--- config.mk ---
export PLATFORM = sky130hd
export DESIGN_NAME = rtw_timers
export DESIGN_NICKNAME = d
export VERILOG_FILES = /design/src/rtl/rtw_pkg.sv /design/src/rtl/rtw_down_counter.sv /design/src/rtl/rtw_timers.sv
export SDC_FILE = /design/constraint.sdc
export NUM_CORES = 1
export LEC_CHECK = 0
export ABC_AREA = 0
export BUFFER_PORTS_ARGS = -buffer_cell sky130_fd_sc_hd__buf_4
export CAP_MARGIN = 30
export CELL_PAD_IN_SITES_DETAIL_PLACEMENT = 0
export CELL_PAD_IN_SITES_GLOBAL_PLACEMENT = 1
export CORE_MARGIN = 2
export CORE_UTILIZATION = 45
export CTS_BUF_LIST = sky130_fd_sc_hd__clkbuf_8
export CTS_CLUSTER_DIAMETER = 100
export DETAILED_ROUTE_END_ITERATION = 10
export HOLD_SLACK_MARGIN = 0.03
export PLACE_DENSITY = 0.9
export SKIP_LAST_GASP = 1
export SLEW_MARGIN = 20
export SYNTH_ARGS = -nofsm -noshare
export SYNTH_HDL_FRONTEND = slang
export SYNTH_SLANG_ARGS = --single-unit
export TNS_END_PERCENT = 5
--- constraint.sdc ---
create_clock -name clk_i -period 2.03 [get_ports clk_i]
set_input_delay 0.3045 -clock clk_i [delete_from_list [all_inputs] [get_ports clk_i]]
set_output_delay 0.3045 -clock clk_i [all_outputs]
set_load 0.02 [all_outputs]
--- src/rtl/rtw_pkg.sv ---
// Purpose: Shared constants for the reload timer block with watchdog.
// Assumes: 25 MHz system clock; 8-bit register port with byte offsets.
// Notes: Offsets are the low byte of the register address.
package rtw_pkg;
	localparam logic [7:0] TIMER45_MODE_OFS = 8'hF8;
	localparam logic [7:0] INT_CTRL_OFS = 8'hFE;
	localparam logic [7:0] TIMER_CTRL_OFS = 8'hFF;
	localparam logic [7:0] SERIAL_MODE_OFS = 8'hF6;
	localparam logic [7:0] TIMER1_OFS = 8'hF0;
	localparam logic [7:0] TIMER2_OFS = 8'hF1;
	localparam logic [7:0] TIMER3_OFS = 8'hF2;
	localparam logic [7:0] TIMER4_OFS = 8'hF9;
	localparam logic [7:0] TIMER5_OFS = 8'hFA;
	localparam int TCR_SRC1_BIT = 2;
	localparam int TCR_SRC2_BIT = 3;
	localparam int TCR_SRC3_BIT = 4;
	localparam int TCR_T1_STOP_BIT = 5;
	localparam int TCR_T1_IE_BIT = 6;
	localparam int ICR_T2_IE_BIT = 4;
	localparam int M45_T5_OVF_BIT = 7;
	localparam int M45_MODE_LO_BIT = 4;
	localparam int SIO_ENABLE_BIT = 2;
	localparam int SIO_T3OUT_BIT = 4;
	localparam logic [7:0] REG_RESET = 8'h00;
	localparam logic [7:0] TIMER_RESET = 8'hFF;
	localparam logic [1:0] DIV4_LAST = 2'h3;
	localparam int CLK_HZ = 25000000;
	localparam real INIT_DELAY_US = 12.5;
	localparam real HIZ_DELAY_US = 12.5;
	localparam int INIT_DELAY_CYC = int'($ceil(INIT_DELAY_US * CLK_HZ / 1.0e6));
	localparam int HIZ_DELAY_CYC = int'($ceil(HIZ_DELAY_US * CLK_HZ / 1.0e6));
	localparam logic [1:0] MODE_TIMER = 2'h0;
	localparam logic [1:0] MODE_PULSE = 2'h1;
	localparam logic [1:0] MODE_EVENT = 2'h2;
	localparam logic [1:0] MODE_WIDTH = 2'h3;
	typedef enum logic [1:0] {
		RTW_RUN = 2'h0,
		RTW_STOP_CHAIN = 2'h1
	} rtw_mode_t;
endpackage : rtw_pkg

--- src/rtl/rtw_down_counter.sv ---
// Purpose: One 8-bit reload down-counter with reload latch.
// Assumes: Count pulse is a one-cycle enable in the system clock domain.
// Notes: A write loads latch and counter together.
`timescale 1ns/10ps
module rtw_down_counter #(
	parameter int WIDTH = 8
) (
	// Clock and reset
	input wire logic clk_i,
	input wire logic reset_n_i,
	// Control
	input wire logic count_i,
	input wire logic wr_i,
	input wire logic [WIDTH-1:0] wdata_i,
	// Status
	output logic [WIDTH-1:0] value_o,
	output logic underflow_o
);
	typedef struct packed {
		logic [WIDTH-1:0] cnt;
		logic [WIDTH-1:0] latch;
		logic uf;
	} rtw_cnt_state_t;
	rtw_cnt_state_t st_r;
	rtw_cnt_state_t st_nxt;
	always_comb begin
		st_nxt = st_r;
		st_nxt.uf = 1'b0;
		if (wr_i) begin
			st_nxt.latch = wdata_i;
			st_nxt.cnt = wdata_i;
		end else if (count_i) begin
			if (st_r.cnt == '0) begin
				// Reload on the pulse after zero gives latch+1 pulses a period.
				st_nxt.cnt = st_r.latch;
				st_nxt.uf = 1'b1;
			end else begin
				st_nxt.cnt = st_r.cnt - 1'b1;
			end
		end
	end
	always_ff @(posedge clk_i or negedge reset_n_i) begin
		if (!reset_n_i) begin
			st_r <= '{cnt: '1, latch: '1, uf: 1'b0};
		end else begin
			st_r <= st_nxt;
		end
	end
	assign value_o = st_r.cnt;
	assign underflow_o = st_r.uf;
endmodule : rtw_down_counter

--- src/rtl/rtw_timers.sv ---
// Purpose: Five reload down-counters, stop-mode chain, timer 4/5 modes, watchdog.
// Assumes: Byte register port; count sources are one-cycle enables.
// Notes: Interrupt acceptance lies outside; this block only raises request flags.
//
// Contract
// - Each timer counts down and keeps an 8-bit reload latch of the last write.
// - A count pulse at zero reloads the latch instead of decrementing.
// - Period spans latch plus one count pulses.
// - Request flag rises on the reload pulse after zero.
// - Timer control bits 2, 3, 4 pick sources of timers 1, 2, 3.
// - Outside the stop chain, timer 1 counts while control bit 5 is 0, holds while 1.
// - Stop chains clock/4, timer 1, timer 2; ends on timer 2 flag or reset.
// - Mode 00: timer 4 counts clock/4, timer 5 its underflows; flag, reload, continue.
// - Mode 01: counter pin toggles each time timer reaches zero.
// - Mode 10: count only on rising edges of the counter pin.
// - Mode 11: count clock/4 while pin low; timer 5 overflow flag set.
// - Writing 0 to mode register bit 7 clears timer 5 overflow flag.
// - Serial mode bit 4 drives timer 3 overflow halved onto its pin.
// - Watchdog chosen by mode bits 5:4 = 01 with pin wired to reset.
// - In watchdog use each timer 5 write forces halving stage output to 1.
// - Mode bits 4, 5, 6 clear 12.5 to 15.0 us after reset.
// - Unrefreshed timer 5 overflow drives counter pin low until reset.
// - Counter pin goes high impedance 12.5 to 17.5 us after reset.
// - With serial enabled, timer 3 raises no interrupt request.
`timescale 1ns/10ps
module rtw_timers #(
	parameter int WIDTH = 8
) (
	// Clock and reset
	input wire logic clk_i,
	input wire logic reset_n_i,
	// Register port
	input wire logic reg_wr_i,
	input wire logic [7:0] reg_addr_i,
	input wire logic [7:0] reg_wdata_i,
	output logic [7:0] reg_rdata_o,
	// External count sources, stop request and serial request
	input wire logic ext_src1_i,
	input wire logic ext_src2_i,
	input wire logic ext_src3_i,
	input wire logic stop_instruction_i,
	input wire logic serial_irq_i,
	// Counter pin
	input wire logic counter_pin_i,
	output logic counter_pin_o,
	output logic counter_pin_oe_o,
	// Outputs
	output logic timer3_half_output_pin_o,
	output logic t1_irq_o,
	output logic t2_irq_o,
	output logic t3_irq_o,
	output logic t4_irq_o,
	output logic stop_chain_o
);
	localparam int INIT_W = $clog2(rtw_pkg::INIT_DELAY_CYC + 2);
	localparam logic [INIT_W-1:0] INIT_LAST = INIT_W'(rtw_pkg::INIT_DELAY_CYC);
	localparam logic [INIT_W-1:0] HIZ_LAST = INIT_W'(rtw_pkg::HIZ_DELAY_CYC);

	typedef struct packed {
		logic [7:0] tcr;
		logic [7:0] icr;
		logic [7:0] m45;
		logic [7:0] sio;
		logic [1:0] div4;
		logic [2:0] src_s1;
		logic [2:0] src_s2;
		logic [2:0] src_p;
		logic pin_s1;
		logic pin_s2;
		logic pin_p;
		logic pin_out;
		logic pin_oe;
		logic wd_trip;
		logic t5_half;
		logic t3_half;
		logic h3_out;
		logic [3:0] irq;
		logic [INIT_W-1:0] init_cnt;
		logic init_done;
		rtw_pkg::rtw_mode_t mode;
		logic [7:0] rdata;
	} rtw_state_t;
	rtw_state_t st_r;
	rtw_state_t st_nxt;

	logic [4:0] cnt_en;
	logic [4:0] cnt_wr;
	logic [4:0] uf;
	logic [WIDTH-1:0] val [5];
	logic [7:0] t_ofs [5];
	logic tick4;
	logic [2:0] src_edge;
	logic pin_rise;
	logic [1:0] m45_mode;
	logic wd_mode;

	assign t_ofs[0] = rtw_pkg::TIMER1_OFS;
	assign t_ofs[1] = rtw_pkg::TIMER2_OFS;
	assign t_ofs[2] = rtw_pkg::TIMER3_OFS;
	assign t_ofs[3] = rtw_pkg::TIMER4_OFS;
	assign t_ofs[4] = rtw_pkg::TIMER5_OFS;

	assign tick4 = (st_r.div4 == rtw_pkg::DIV4_LAST);
	assign src_edge = st_r.src_s2 & ~st_r.src_p;
	assign pin_rise = st_r.pin_s2 & ~st_r.pin_p;
	assign m45_mode = st_r.m45[rtw_pkg::M45_MODE_LO_BIT +: 2];
	assign wd_mode = (m45_mode == rtw_pkg::MODE_PULSE);

	genvar gi;
	generate
		for (gi = 0; gi < 5; gi++) begin : g_tmr
			assign cnt_wr[gi] = reg_wr_i && (reg_addr_i == t_ofs[gi]);
			rtw_down_counter #(
				.WIDTH(WIDTH)
			) u_cnt (
				.clk_i(clk_i),
				.reset_n_i(reset_n_i),
				.count_i(cnt_en[gi]),
				.wr_i(cnt_wr[gi]),
				.wdata_i(reg_wdata_i[WIDTH-1:0]),
				.value_o(val[gi]),
				.underflow_o(uf[gi])
			);
		end
	endgenerate

	// Count enables; sources come from the clock/4 divider, synchronised pins or the underflow of the timer below.
	always_comb begin
		cnt_en = '0;
		if (st_r.mode == rtw_pkg::RTW_STOP_CHAIN) begin
			// Source select bits are ignored while chained.
			cnt_en[0] = tick4;
			cnt_en[1] = uf[0];
		end else begin
			cnt_en[0] = (st_r.tcr[rtw_pkg::TCR_SRC1_BIT] ? src_edge[0] : tick4)
				&& !st_r.tcr[rtw_pkg::TCR_T1_STOP_BIT];
			cnt_en[1] = st_r.tcr[rtw_pkg::TCR_SRC2_BIT] ? uf[0] : tick4;
			cnt_en[2] = st_r.tcr[rtw_pkg::TCR_SRC3_BIT] ? src_edge[2] : tick4;
		end
		case (m45_mode)
			rtw_pkg::MODE_TIMER: begin
				cnt_en[3] = tick4;
			end
			rtw_pkg::MODE_PULSE: begin
				cnt_en[3] = tick4;
			end
			rtw_pkg::MODE_EVENT: begin
				// The pin passes two flip-flops first, so an edge is seen late but clean.
				cnt_en[3] = pin_rise;
			end
			rtw_pkg::MODE_WIDTH: begin
				cnt_en[3] = tick4 && !st_r.pin_s2;
			end
			default: begin
				cnt_en[3] = 1'b0;
			end
		endcase
		// Timer 5 extends timer 4 as the upper stage of the pair.
		cnt_en[4] = uf[3];
	end

	always_comb begin
		st_nxt = st_r;
		st_nxt.div4 = st_r.div4 + 2'h1;
		st_nxt.src_s1 = {ext_src3_i, ext_src2_i, ext_src1_i};
		st_nxt.src_s2 = st_r.src_s1;
		st_nxt.src_p = st_r.src_s2;
		st_nxt.pin_s1 = counter_pin_i;
		st_nxt.pin_s2 = st_r.pin_s1;
		st_nxt.pin_p = st_r.pin_s2;
		st_nxt.irq = st_r.irq;
		if (uf[0]) begin
			st_nxt.irq[0] = 1'b1;
		end
		if (uf[1]) begin
			st_nxt.irq[1] = 1'b1;
		end
		if (st_r.sio[rtw_pkg::SIO_ENABLE_BIT]) begin
			if (serial_irq_i) begin
				st_nxt.irq[2] = 1'b1;
			end
		end else if (uf[2]) begin
			st_nxt.irq[2] = 1'b1;
		end
		if (uf[4]) begin
			st_nxt.irq[3] = 1'b1;
		end
		if (uf[2]) begin
			st_nxt.t3_half = ~st_r.t3_half;
		end
		// Register writes.
		if (reg_wr_i) begin
			case (reg_addr_i)
				rtw_pkg::TIMER_CTRL_OFS: begin
					st_nxt.tcr = reg_wdata_i;
				end
				rtw_pkg::INT_CTRL_OFS: begin
					st_nxt.icr = reg_wdata_i;
				end
				rtw_pkg::SERIAL_MODE_OFS: begin
					st_nxt.sio = reg_wdata_i;
				end
				rtw_pkg::TIMER45_MODE_OFS: begin
					st_nxt.m45[6:0] = reg_wdata_i[6:0];
					if (!reg_wdata_i[rtw_pkg::M45_T5_OVF_BIT]) begin
						st_nxt.m45[rtw_pkg::M45_T5_OVF_BIT] = 1'b0;
					end
				end
				default: begin
				end
			endcase
		end
		// Set wins over a same-cycle software clear.
		if (uf[4] && m45_mode == rtw_pkg::MODE_WIDTH) begin
			st_nxt.m45[rtw_pkg::M45_T5_OVF_BIT] = 1'b1;
		end
		// Pulse output and watchdog on the counter pin.
		if (uf[4]) begin
			st_nxt.t5_half = ~st_r.t5_half;
		end
		if (wd_mode && cnt_wr[4]) begin
			st_nxt.t5_half = 1'b1;
		end
		if (wd_mode && uf[4] && st_r.t5_half) begin
			st_nxt.wd_trip = 1'b1;
		end
		st_nxt.pin_out = st_nxt.t5_half && !st_nxt.wd_trip;
		// Gate with the next enable so the pin drops in the same cycle as the bit.
		st_nxt.h3_out = st_nxt.t3_half && st_nxt.sio[rtw_pkg::SIO_T3OUT_BIT];
		if (st_r.init_done) begin
			st_nxt.pin_oe = wd_mode || st_nxt.wd_trip;
		end
		// Post-reset initialisation of the mode bits and the pin.
		if (!st_r.init_done) begin
			st_nxt.init_cnt = st_r.init_cnt + INIT_W'(1);
			if (st_r.init_cnt == HIZ_LAST) begin
				st_nxt.pin_oe = 1'b0;
			end
			if (st_r.init_cnt == INIT_LAST) begin
				st_nxt.m45[6:4] = 3'h0;
				st_nxt.init_done = 1'b1;
			end
		end
		// Stop-mode chain.
		case (st_r.mode)
			rtw_pkg::RTW_RUN: begin
				if (stop_instruction_i) begin
					st_nxt.mode = rtw_pkg::RTW_STOP_CHAIN;
				end
			end
			rtw_pkg::RTW_STOP_CHAIN: begin
				if (st_r.irq[1]) begin
					st_nxt.mode = rtw_pkg::RTW_RUN;
				end
			end
			default: st_nxt.mode = rtw_pkg::RTW_RUN;
		endcase
		// Read data, registered; timer offsets read the live count.
		st_nxt.rdata = 8'h00;
		// A timer read shows the count, not the latch; software cannot read the latch back.
		case (reg_addr_i)
			rtw_pkg::TIMER_CTRL_OFS: begin
				st_nxt.rdata = st_r.tcr;
			end
			rtw_pkg::INT_CTRL_OFS: begin
				st_nxt.rdata = st_r.icr;
			end
			rtw_pkg::SERIAL_MODE_OFS: begin
				st_nxt.rdata = st_r.sio;
			end
			rtw_pkg::TIMER45_MODE_OFS: begin
				st_nxt.rdata = st_r.m45;
			end
			rtw_pkg::TIMER1_OFS: begin
				st_nxt.rdata = 8'(val[0]);
			end
			rtw_pkg::TIMER2_OFS: begin
				st_nxt.rdata = 8'(val[1]);
			end
			rtw_pkg::TIMER3_OFS: begin
				st_nxt.rdata = 8'(val[2]);
			end
			rtw_pkg::TIMER4_OFS: begin
				st_nxt.rdata = 8'(val[3]);
			end
			rtw_pkg::TIMER5_OFS: begin
				st_nxt.rdata = 8'(val[4]);
			end
			default: begin
				st_nxt.rdata = 8'h00;
			end
		endcase
	end

	always_ff @(posedge clk_i or negedge reset_n_i) begin
		if (!reset_n_i) begin
			st_r <= '{
				tcr: rtw_pkg::REG_RESET,
				icr: rtw_pkg::REG_RESET,
				m45: rtw_pkg::REG_RESET,
				sio: rtw_pkg::REG_RESET,
				div4: 2'h0,
				src_s1: 3'h0,
				src_s2: 3'h0,
				src_p: 3'h0,
				pin_s1: 1'b1,
				pin_s2: 1'b1,
				pin_p: 1'b1,
				pin_out: 1'b0,
				pin_oe: 1'b1,
				wd_trip: 1'b0,
				t5_half: 1'b0,
				t3_half: 1'b0,
				h3_out: 1'b0,
				irq: 4'h0,
				init_cnt: '0,
				init_done: 1'b0,
				mode: rtw_pkg::RTW_RUN,
				rdata: 8'h00
			};
		end else begin
			st_r <= st_nxt;
		end
	end

	// Request flags are reported here; clearing them belongs to the interrupt logic.
	assign reg_rdata_o = st_r.rdata;
	assign counter_pin_o = st_r.pin_out;
	assign counter_pin_oe_o = st_r.pin_oe;
	assign timer3_half_output_pin_o = st_r.h3_out;
	assign t1_irq_o = st_r.irq[0];
	assign t2_irq_o = st_r.irq[1];
	assign t3_irq_o = st_r.irq[2];
	assign t4_irq_o = st_r.irq[3];
	assign stop_chain_o = (st_r.mode == rtw_pkg::RTW_STOP_CHAIN);
endmodule : rtw_timers

==> results.ini, run 1 <==
[run_status]
status=completed

[power_and_ir_drop]
vdd_drop_max_mv=0.538
finalPower_mw=8.42
p_per_area_nw_per_um2=905
power_leakage_nw=4.10

[clock_tree]
clock_tree.htree_level_count=4
cts.root.buffer_cell=sky130_fd_sc_hd__clkbuf_8
tritoncts=yes
worst_skew_pair.late_latency_ns=0.46
ctsLongestPathBuffers=2
worst_setup_hold_path_clk_slew_ns=0.08
cts_num_sinks=157
cts-buffers-inserted=17

[floorplanning]
io-pin-count=41
die_width_microns=138
placement_rows=49
core-area_sq_um=17800
effective_utilization_at_floorplan=0.456
fp.dieH_microns=138
design.die.area_sq_um=19200

[timing]
grt_setup_unrepaired=yes
timing.final.setup_violations=0
post-route-period-util=0.991
timing.slew.headroom=0.498
finalHoldViolations=0
tightest_slew_ns=0.753
finClkSkew_ns=0.00919
timing.fmax_mhz=497
drv_slew=0
tmin_final_ns=2.01

[layout]
layout.cells.non_filler=1134
finalInstanceArea_sq_um=9310
drive_gt1_frac=0.292
final_core_utilization=0.522
synthToLayoutAreaGrowth_pct=14.5
antenna_cells_inserted=0
nNetsFinal=930

[worst_setup_path]
critical_path_start_type=register
worst-endpoint-arrival_ns=2.40
cp-end-kind=register
timing.critical_path.required_ns=2.42
timing.setup.critical_path_class=reg -> reg
crit_path_max_incr_delay_ns=0.52
critical_path.cell_chain=inv_1 > ha_1 > or4b_1 > or2_1 > o21a_1 > o21ai_0 > a21oi_1
crit_path_top_delay_cell=sky130_fd_sc_hd__or4b_1
worst-path-max-fanout=6

[placement]
dp_hpwl_microns=14100
placed_cells=1097
place_area_sq_um=8840
buffer_ports.inserted=39
gp_congestion=0.882

[routing]
post-route-drc-count=0
drt_pass1_iterations=5
drt_wl_total_microns=20600
antenna_violating_nets_remaining=0
dr_total_vias=6429
drtIter0Drc=536
route.detailed.vias_per_inst=5.67
post_drt_wl_per_cell_microns=18.1

[logic_synthesis]
syn-instance-count=839
synth.most_common_cell=sky130_fd_sc_hd__nand2_1
synth-seq-cells=157
yosys-top-cells-count=sky130_fd_sc_hd__nand2_1, sky130_fd_sc_hd__dfstp_2, sky130_fd_sc_hd__dfrtp_1
synth.cell_area_sq_um=8140
syn_nets=877
mean_instance_size_in_the_synthesized_netlist_sq_um=9.70
synth_top_area_cell=sky130_fd_sc_hd__dfstp_2
synth-main-ff-cell=sky130_fd_sc_hd__dfstp_2
async_flop_share=1.00
netlist_top_cells_area=sky130_fd_sc_hd__dfstp_2, sky130_fd_sc_hd__dfrtp_1, sky130_fd_sc_hd__nand2_1, sky130_fd_sc_hd__mux2_2, sky130_fd_sc_hd__o21ai_0
yosysSeqAreaShare=0.496
synthesis.yosys.warnings=0
synth_top_area_frac=0.271
count_of_unique_library_cells_instantiated_by_yosys=77
synth-edff-count=0

[flow_run]
max_cap_viol_count=0

[grt]
antenna_found_initial=0
grt_pass1_vias=6429
global_route_wire_length_before_repair_microns=34200
grt_util_all_layers=0.223
grt_max_degree=56
globalRouteOverflowTotal=0

[hold_path]
hold_class=in -> reg

-- cell usage in the layout, fill, tap and decap left out, types with 4 or more instances in the layout --
| cell | count |
|---|---|
| sky130_fd_sc_hd__a211o_1 | 4 |
| sky130_fd_sc_hd__or3_1 | 4 |
| sky130_fd_sc_hd__nand4_1 | 7 |
| sky130_fd_sc_hd__a21oi_1 | 47 |
| sky130_fd_sc_hd__nand2b_1 | 8 |
| sky130_fd_sc_hd__a31oi_1 | 10 |
| sky130_fd_sc_hd__inv_1 | 21 |
| sky130_fd_sc_hd__nor2b_1 | 11 |
| sky130_fd_sc_hd__buf_4 | 81 |
| sky130_fd_sc_hd__nand2_1 | 150 |
| sky130_fd_sc_hd__a31o_2 | 4 |
| sky130_fd_sc_hd__a211oi_1 | 6 |
| sky130_fd_sc_hd__o22ai_1 | 5 |
| sky130_fd_sc_hd__or2_2 | 5 |
| sky130_fd_sc_hd__dlygate4sd3_1 | 5 |
| sky130_fd_sc_hd__a2bb2oi_1 | 4 |
| sky130_fd_sc_hd__clkbuf_8 | 18 |
| sky130_fd_sc_hd__nor2_1 | 57 |
| sky130_fd_sc_hd__mux2_2 | 36 |
| sky130_fd_sc_hd__a21o_1 | 4 |
| sky130_fd_sc_hd__dfrtp_1 | 73 |
| sky130_fd_sc_hd__dfstp_2 | 84 |
| sky130_fd_sc_hd__nand3_1 | 19 |
| sky130_fd_sc_hd__a22o_1 | 5 |
| sky130_fd_sc_hd__mux2i_1 | 16 |
| sky130_fd_sc_hd__and4_1 | 4 |
| sky130_fd_sc_hd__o31ai_1 | 8 |
| sky130_fd_sc_hd__and3_1 | 10 |
| sky130_fd_sc_hd__clkinv_4 | 5 |
| sky130_fd_sc_hd__o21ai_0 | 57 |
| sky130_fd_sc_hd__a22oi_1 | 4 |
| sky130_fd_sc_hd__xnor2_1 | 13 |
| sky130_fd_sc_hd__nor3_1 | 20 |
| sky130_fd_sc_hd__and2_1 | 4 |
| sky130_fd_sc_hd__o211ai_1 | 6 |
| sky130_fd_sc_hd__ha_1 | 12 |
| sky130_fd_sc_hd__nor3b_1 | 5 |
-- where the power goes --
part	leakage, nW	switching [mW]	total (mW)	internal, mW
sequential	1.82	0.524	4.23	3.71
clock	0.212	1.18	2.43	1.25
combinational	2.06	0.916	1.76	0.845
total	4.10	2.62	8.42	5.80
-- flip-flops by register name (all words and copies together), names as in the netlist --
signal / cells
st_r: 49
g_tmr.u_cnt.st_r: 40
g_tmr.u_cnt.value_o: 40
reg_rdata_o: 8
st_nxt: 6
g_tmr.u_cnt.underflow_o: 5
m45_mode: 2
counter_pin_o: 1
counter_pin_oe_o: 1
t1_irq_o: 1
t2_irq_o: 1
t3_irq_o: 1
t4_irq_o: 1
timer3_half_output_pin_o: 1
-- stage by stage --
stage	worst slack, ns	TNS (ns)	hold WS, ns
after CTS	0.00756	0	0.0544
after global placement	0.0251	0	0.316
after floorplan	0.0109	0	0.00891
after global routing	-0.0957	-0.630	0.120
after detailed placement	0.00850	0	0.315
final	0.0188	0	0.0843
-- worst paths after layout --
| kind | cells past startpoint | start | endpoint | slack (ns) |
|---|---|---|---|---|
| setup / recovery | 7 | g_tmr[0].u_cnt.value_o[1]$_DFFE_PN1P_ | g_tmr[0].u_cnt.value_o[5]$_DFFE_PN1P_ | 0.02 |
| hold / removal | 3 | stop_instruction_i | st_r[8]$_DFFE_PN0P_ | 0.08 |
| setup reg to reg | 7 | g_tmr[0].u_cnt.value_o[1]$_DFFE_PN1P_ | g_tmr[0].u_cnt.value_o[5]$_DFFE_PN1P_ | 0.02 |
| hold reg to reg | 0 | st_nxt[36]$_DFF_PN0_ | st_nxt[33]$_DFF_PN0_ | 0.36 |
| max in group asynchronous | 3 | reset_n_i | g_tmr[2].u_cnt.st_r[5]$_DFFE_PN1P_ | 0.92 |
| min in group asynchronous | 2 | reset_n_i | st_r[35]$_DFF_PN0_ | 0.40 |
-- logic make-up (layout without fill, tap and decap cells) --
logic type | Yosys count | count (layout) | synth area share
adders and majority gates | 13 | 13 | 0.0200
muxes | 54 | 54 | 0.0751
buffers and inverters | 76 | 142 | 0.0431
xor gates and xnor gates | 16 | 16 | 0.0172
and+or+nand+nor | 329 | 329 | 0.196
AOI/OAI and AO/OA | 194 | 194 | 0.152
DFF | 157 | 157 | 0.496
-- worst max-delay path, delay by kind of cell (launching register included) --
kind            cells  cell delay (ns)
fa+ha+maj           1             0.21
simple gates        2             0.88
compound gates      3             0.36
buf+inv             1             0.08
flops               1             0.41
-- final cells by class --
type / count / area [sq um]
Sequential cell: 157 / 4030
Clock inverter: 14 / 170
Clock buffer: 18 / 248
Multi-Input combinational cell: 606 / 3770
Timing Repair Buffer: 90 / 729
Tap cell: 229 / 287
Inverter: 20 / 75.1
Fill cell: 1638 / 8530
-- what timing repair did --
action / 4_1_cts / 5_1_grt
resized for setup: 1 / 1
setup endpoints to repair: 3 / 12
buffers inserted: 0 / 0
hold buffers: 5 / 0
hold endpoints to repair: 29 / 0
-- routing by layer --
layer  GRT usage  vias up  routed length [microns]
li1            -     3063                        -
met1       0.312     3159                     9610
met2       0.342      174                     9400
met3      0.0540       33                     1130
met4      0.0725        0                      440
met5           0        -                        0
(Power assumes the default switching activity.)
==> run 2, diff against run 1 <==
==> constraint.sdc (replaced) <==
create_clock -name clk_i -period 2.03 [get_ports clk_i]
set_input_delay 0.1015 -clock clk_i [delete_from_list [all_inputs] [get_ports clk_i]]
set_output_delay 0.1015 -clock clk_i [all_outputs]
set_load 0.02 [all_outputs]
==> run 2 against run 1 <==
Effect of this change: routed wire length shrank 1.2%; critical path depth stayed put; clock power decreased by 3%; maximum frequency up 2.2%; count of clock-buffer cells in the layout increased by 2; combinational power increased by 2%; global-route usage down 0.079 points; design area is 0.51% higher; first-iteration DRC count decreased by 5.4%; core utilization rose by 0.27 points; sequential power is essentially flat; critical endpoint is now g_tmr[4].u_cnt.value_o[0]$_DFFE_PN1P_; largest cell class unchanged.
==> results.ini, run 2 (same netlist as run 1, synthesis figures left out) <==
[clock_tree]
cts-buffers-inserted=17
clock_tree.htree_level_count=4
tritoncts=yes
worst_skew_pair.late_latency_ns=0.47
cts_num_sinks=157
cts_post_setup_buffers_inserted=0
ctsLongestPathBuffers=2
cts.root.buffer_cell=sky130_fd_sc_hd__clkbuf_8
worst_setup_hold_path_clk_slew_ns=0.09

[layout]
largest_reg_flops=49
nNetsFinal=936
num-fill-cells=1567
antenna_cells_inserted=0
final_core_utilization=0.525
finalInstanceArea_sq_um=9360
drive_gt1_frac=0.285
layout.cells.non_filler=1140
synthToLayoutAreaGrowth_pct=15.1
top_register=st_r
layout_common_cells=sky130_fd_sc_hd__nand2_1, sky130_fd_sc_hd__dfstp_2, sky130_fd_sc_hd__buf_4
layout_commonest_cell=sky130_fd_sc_hd__nand2_1

[timing]
fin_setup_tns_ns=0
post-route-period-util=0.969
timing.final.setup_violations=0
timing.slew.headroom=0.450
fin_ws_ns=0.0625
timing.fmax_mhz=508
drv_slew=0
grt_setup_unrepaired=yes
tightest_slew_ns=0.825
finalHoldViolations=0
finClkSkew_ns=0.0200
tmin_final_ns=1.97

[power_and_ir_drop]
clock_network_fraction_of_total_power=0.282
power_frac_seq=0.503
vdd_drop_max_mv=0.677
power.net_switching_mw=2.62
pwr-share-comb=0.215
p_per_area_nw_per_um2=895
power.internal_mw=5.76
power_leakage_nw=4.11
power.switching_fraction=0.313

[grt]
globalRouteOverflowTotal=0
grt_max_degree=62
global_route_wire_length_before_repair_microns=34100
grt_pass1_vias=6390
grt_util_all_layers=0.222
antenna_found_initial=0

[worst_setup_path]
timing.setup.critical_path_class=reg -> reg
cp-end-kind=register
worst-path-max-fanout=5
timing.reg2reg.worst_path_depth=7
worst_r2r_endpoint=g_tmr[4].u_cnt.value_o[0]$_DFFE_PN1P_
critical_path_start_type=register
worst-endpoint-arrival_ns=2.36
start_of_the_worst_register_to_register_path=g_tmr[4].u_cnt.value_o[0]$_DFFE_PN1P_
rrSetupSlack_ns=0.06
timing.critical_path.required_ns=2.42

[floorplanning]
core-area_sq_um=17800
fp.dieH_microns=138
design.die.area_sq_um=19200
io-pin-count=41
placement_rows=49
die_width_microns=138
effective_utilization_at_floorplan=0.456

[routing]
dr_total_vias=6527
drt_pass1_iterations=5
post-route-drc-count=0
antenna_violating_nets_remaining=0
route.detailed.vias_per_inst=5.73
drtIter0Drc=507
drt_wl_total_microns=20300
post_drt_wl_per_cell_microns=17.8

[placement]
buffer_ports.inserted=39
dp_hpwl_microns=14000
gp_congestion=0.916
dpl_worst_slack_ns=0.0248
place_area_sq_um=8810
placed_cells=1093

[flow_run]
max_cap_viol_count=0

[hold_path]
cells_on_worst_hold_path=3
min_to=reg_rdata_o[7]$_DFF_PN0_
holdCritStartpoint=reg_addr_i[1]
hold_class=in -> reg

[run_status]
status=completed

## run 2: cell types whose count changed in the layout (fill, tap and decap cells not counted), sizes merged
cell,previous run,this run
dlygate4sd3,5,15
clkinv,6,5
buf,85,81
clkbuf,18,20
clkinvlp,2,3
inv,23,22
bufinv,3,2
## run 2: how the worst max path moves through the flow
stage	cells after the start	from	end	slack (ns)
global route	7	g_tmr[4].u_cnt.value_o[0]$_DFFE_PN1P_	g_tmr[4].u_cnt.value_o[2]$_DFFE_PN1P_	-0.05
floorplan	8	g_tmr[2].u_cnt.value_o[0]$_DFFE_PN1P_	g_tmr[2].u_cnt.value_o[1]$_DFFE_PN1P_	0.01
detailed placement	6	g_tmr[2].u_cnt.value_o[1]$_DFFE_PN1P_	g_tmr[2].u_cnt.value_o[2]$_DFFE_PN1P_	0.02
global placement	6	g_tmr[2].u_cnt.value_o[1]$_DFFE_PN1P_	g_tmr[2].u_cnt.value_o[3]$_DFFE_PN1P_	0.07
CTS	6	g_tmr[2].u_cnt.value_o[1]$_DFFE_PN1P_	g_tmr[2].u_cnt.value_o[2]$_DFFE_PN1P_	0.006
finish	7	g_tmr[4].u_cnt.value_o[0]$_DFFE_PN1P_	g_tmr[4].u_cnt.value_o[0]$_DFFE_PN1P_	0.06
## run 2: timing repair
| action | CTS | global route |
|---|---|---|
| endpoints found under the hold margin | 162 | 0 |
| resized for setup | 0 | 2 |
| setup endpoints to repair | 0 | 14 |
| hold buffers | 15 | 0 |
## run 2: power groups by stage
| stage | Clock, mW | Sequential (mW) | Combinational [mW] |
|---|---|---|---|
| floorplan | 0 | 4.07 | 1.29 |
| global placement | 0 | 4.25 | 1.71 |
| detailed placement | 0 | 4.25 | 1.76 |
| CTS | 2.42 | 4.21 | 1.79 |
| global route | 2.56 | 4.29 | 2.01 |
| finish | 2.36 | 4.22 | 1.80 |
## run 2: layout make-up
type / instances / area [sq um] / share of cell area
well taps: 229 / 287 / 0.0306
repair buffers: 96 / 800 / 0.0854
clock inverters: 12 / 123 / 0.0131
multi-input cells: 606 / 3770 / 0.403
inverters: 20 / 75.1 / 0.00802
flip-flops and latches: 157 / 4030 / 0.431
clock buffers: 20 / 275 / 0.0294
## run 2: metal layers
metal  global-route usage  share of wire  vias up  wire length, microns
met5                    0              0        -                     0
met4               0.0666          0.014        0                   279
met3               0.0426          0.055       21                  1110
met2                0.344           0.46      194                  9350
met1                0.318           0.47     3232                  9590
li1                     -              -     3080                     -
## run 2: through the flow
stage	power, mW	hold slack [ns]
after floorplan	5.36	-0.194
after global placement	5.96	0.129
after detailed placement	6.01	0.131
after CTS	8.42	0.0337
after global routing	8.86	0.0735
final	8.38	0.0715
## run 2: critical path, cell delays in order, from the launching register on
cell	delay [ns]
sky130_fd_sc_hd__dfstp_2	0.40
sky130_fd_sc_hd__inv_1	0.10
sky130_fd_sc_hd__ha_1	0.20
sky130_fd_sc_hd__or4b_1	0.54
sky130_fd_sc_hd__nor4_4	0.24
sky130_fd_sc_hd__mux2i_1	0.22
sky130_fd_sc_hd__a21oi_1	0.05
sky130_fd_sc_hd__o21ai_0	0.15
==> run 3, diff against run 2 <==
--- a/config.mk
+++ b/config.mk
@@ -8,15 +8,13 @@
 export ABC_AREA = 0
 export BUFFER_PORTS_ARGS = -buffer_cell sky130_fd_sc_hd__buf_4
 export CAP_MARGIN = 30
-export CELL_PAD_IN_SITES_DETAIL_PLACEMENT = 0
-export CELL_PAD_IN_SITES_GLOBAL_PLACEMENT = 1
 export CORE_MARGIN = 2
 export CORE_UTILIZATION = 45
 export CTS_BUF_LIST = sky130_fd_sc_hd__clkbuf_8
 export CTS_CLUSTER_DIAMETER = 100
 export DETAILED_ROUTE_END_ITERATION = 10
 export HOLD_SLACK_MARGIN = 0.03
-export PLACE_DENSITY = 0.9
+export PLACE_DENSITY = 0.76
 export SKIP_LAST_GASP = 1
 export SLEW_MARGIN = 20
 export SYNTH_ARGS = -nofsm -noshare
==> run 3 against run 2 <==
Effect of this change: sequential power about the same; global-route usage down 0.73 points; combinational power barely moved; core utilization fell by 0.070 points; first-iteration DRC count grew 30%; register-to-register slack worse by 0.04 ns; sequential share of layout area grew 0.058 points; non-clock buffer count shrank 3.
==> results.ini, run 3 (same netlist as run 1, synthesis figures left out) <==
[power_and_ir_drop]
power_leakage_nw=4.09
power.internal_mw=5.86
power.net_switching_mw=2.65
clock_network_fraction_of_total_power=0.293
p_per_area_nw_per_um2=910
power.switching_fraction=0.312
finalPower_mw=8.51
power_frac_seq=0.495
vdd_drop_max_mv=0.637
pwr-share-comb=0.212

[grt]
grt_pass1_vias=6164
grt_util_all_layers=0.215
global_route_wire_length_before_repair_microns=33000
globalRouteOverflowTotal=0
grt_max_degree=59
antenna_found_initial=0

[layout]
synthToLayoutAreaGrowth_pct=14.9
nNetsFinal=933
top_register=st_r
antenna_cells_inserted=0
layout_commonest_cell=sky130_fd_sc_hd__nand2_1
num-fill-cells=1601
finalInstanceArea_sq_um=9350
largest_reg_flops=49
layout_common_cells=sky130_fd_sc_hd__nand2_1, sky130_fd_sc_hd__dfstp_2, sky130_fd_sc_hd__buf_4
drive_gt1_frac=0.282

[placement]
place_area_sq_um=8750
gp_congestion=0.958
buffer_ports.inserted=39
dpl_worst_slack_ns=0.0137
dp_hpwl_microns=13800

[worst_setup_path]
timing.setup.critical_path_class=reg -> reg
timing.critical_path.required_ns=2.40
cp_buf_inv_count=1
timing.reg2reg.worst_path_depth=6
critical_path_cell_count=6
rrSetupSlack_ns=0.02
critical_path.cell_chain=inv_1 > ha_1 > or4b_1 > or2_1 > o2111ai_1 > o311ai_1
critical_path.top_delay_family=simple AND/OR/NAND/NOR gates
critical_path_start_type=register
worst-endpoint-arrival_ns=2.38
worst-path-max-fanout=6
crit_path_max_incr_delay_ns=0.53
cp-end-kind=register
crit_path_top_delay_cell=sky130_fd_sc_hd__or4b_1

[clock_tree]
cts-buffers-inserted=17
clock_tree.htree_level_count=4
ctsLongestPathBuffers=2
worst_skew_pair.late_latency_ns=0.46
tritoncts=yes
cts.root.buffer_cell=sky130_fd_sc_hd__clkbuf_8
worst_setup_hold_path_clk_slew_ns=0.08
cts_post_setup_buffers_inserted=0
cts_num_sinks=157

[hold_path]
cells_on_worst_hold_path=3
hold_class=in -> reg

[routing]
route.detailed.vias_per_inst=5.82
drtIter0Drc=660
drt_pass1_iterations=5
post-route-drc-count=0
post_drt_wl_per_cell_microns=17.9
drt_wl_total_microns=20300
antenna_violating_nets_remaining=0
dr_total_vias=6616

[timing]
timing.final.setup_violations=0
timing.fmax_mhz=498
timing.slew.headroom=0.549
finalHoldViolations=0
tmin_final_ns=2.01
tightest_slew_ns=0.676
drv_slew=0
post-route-period-util=0.989
finalHoldWorstSlack_ns=0.139
grt_setup_unrepaired=yes
fin_ws_ns=0.0214
finClkSkew_ns=0.00835

[floorplanning]
fp.dieH_microns=138
io-pin-count=41
effective_utilization_at_floorplan=0.456
core-area_sq_um=17800
design.die.area_sq_um=19200
die_width_microns=138
placement_rows=49

[run_status]
status=completed

[flow_run]
max_cap_viol_count=0

==> run 3: cell type report <==
class	count	area, sq um	share of cell area
clock inverter	13	163	0.0174
inverter	20	75.1	0.00803
tap	229	287	0.0306
sequential	157	4030	0.431
clock buffer	19	262	0.0280
multi-input combinational	606	3770	0.404
timing repair buffer	93	754	0.0807
==> run 3: stage by stage <==
stage               std cells  TNS [ns]   util
CTS                      1137         0  0.524
floorplan                 839         0      -
global route             1137    -0.442  0.524
finish                   1137         0  0.524
global placement         1089         0  0.491
detailed placement       1089         0  0.491
==> run 3: worst paths after layout <==
| kind | startpoint | end |
|---|---|---|
| max in group asynchronous | reset_n_i | g_tmr[3].u_cnt.value_o[4]$_DFFE_PN1P_ |
| worst max register to register | g_tmr[0].u_cnt.value_o[1]$_DFFE_PN1P_ | g_tmr[0].u_cnt.value_o[0]$_DFFE_PN1P_ |
| worst max-delay path | g_tmr[0].u_cnt.value_o[1]$_DFFE_PN1P_ | g_tmr[0].u_cnt.value_o[0]$_DFFE_PN1P_ |
| worst min-delay path | reg_addr_i[3] | reg_rdata_o[0]$_DFF_PN0_ |
| min in group asynchronous | reset_n_i | st_r[42]$_DFF_PN0_ |
| worst min register to register | st_nxt[38]$_DFF_PN0_ | st_nxt[35]$_DFF_PN0_ |
==> run 3: repair_timing <==
| item | 4_1_cts | 5_1_grt |
|---|---|---|
| endpoints found under the hold margin | 154 | 0 |
| endpoints found under the setup margin | 2 | 13 |
| resized for setup | 1 | 1 |
| hold buffers | 16 | 0 |
==> run 3: power by group through the flow <==
stage / registers, mW / logic [mW] / clock network, mW
floorplan: 4.07 / 1.29 / 0
detailed placement: 4.24 / 1.75 / 0
finish: 4.21 / 1.80 / 2.49
global route: 4.28 / 2.00 / 2.68
CTS: 4.19 / 1.79 / 2.54
global placement: 4.23 / 1.70 / 0
==> run 3: per-layer routing <==
| layer | track usage | vias to the layer above | part of all wire |
|---|---|---|---|
| met1 | 0.310 | 3242 | 0.45 |
| li1 | - | 3087 | - |
| met5 | 0 | - | 0 |
| met4 | 0.0677 | 0 | 0.018 |
| met3 | 0.0416 | 35 | 0.066 |
| met2 | 0.328 | 252 | 0.46 |
==> run 3: worst min-delay path, cell delays in order <==
cell,delay (ns)
sky130_fd_sc_hd__buf_4,0.21
sky130_fd_sc_hd__a21oi_1,0.15
sky130_fd_sc_hd__o31ai_1,0.08
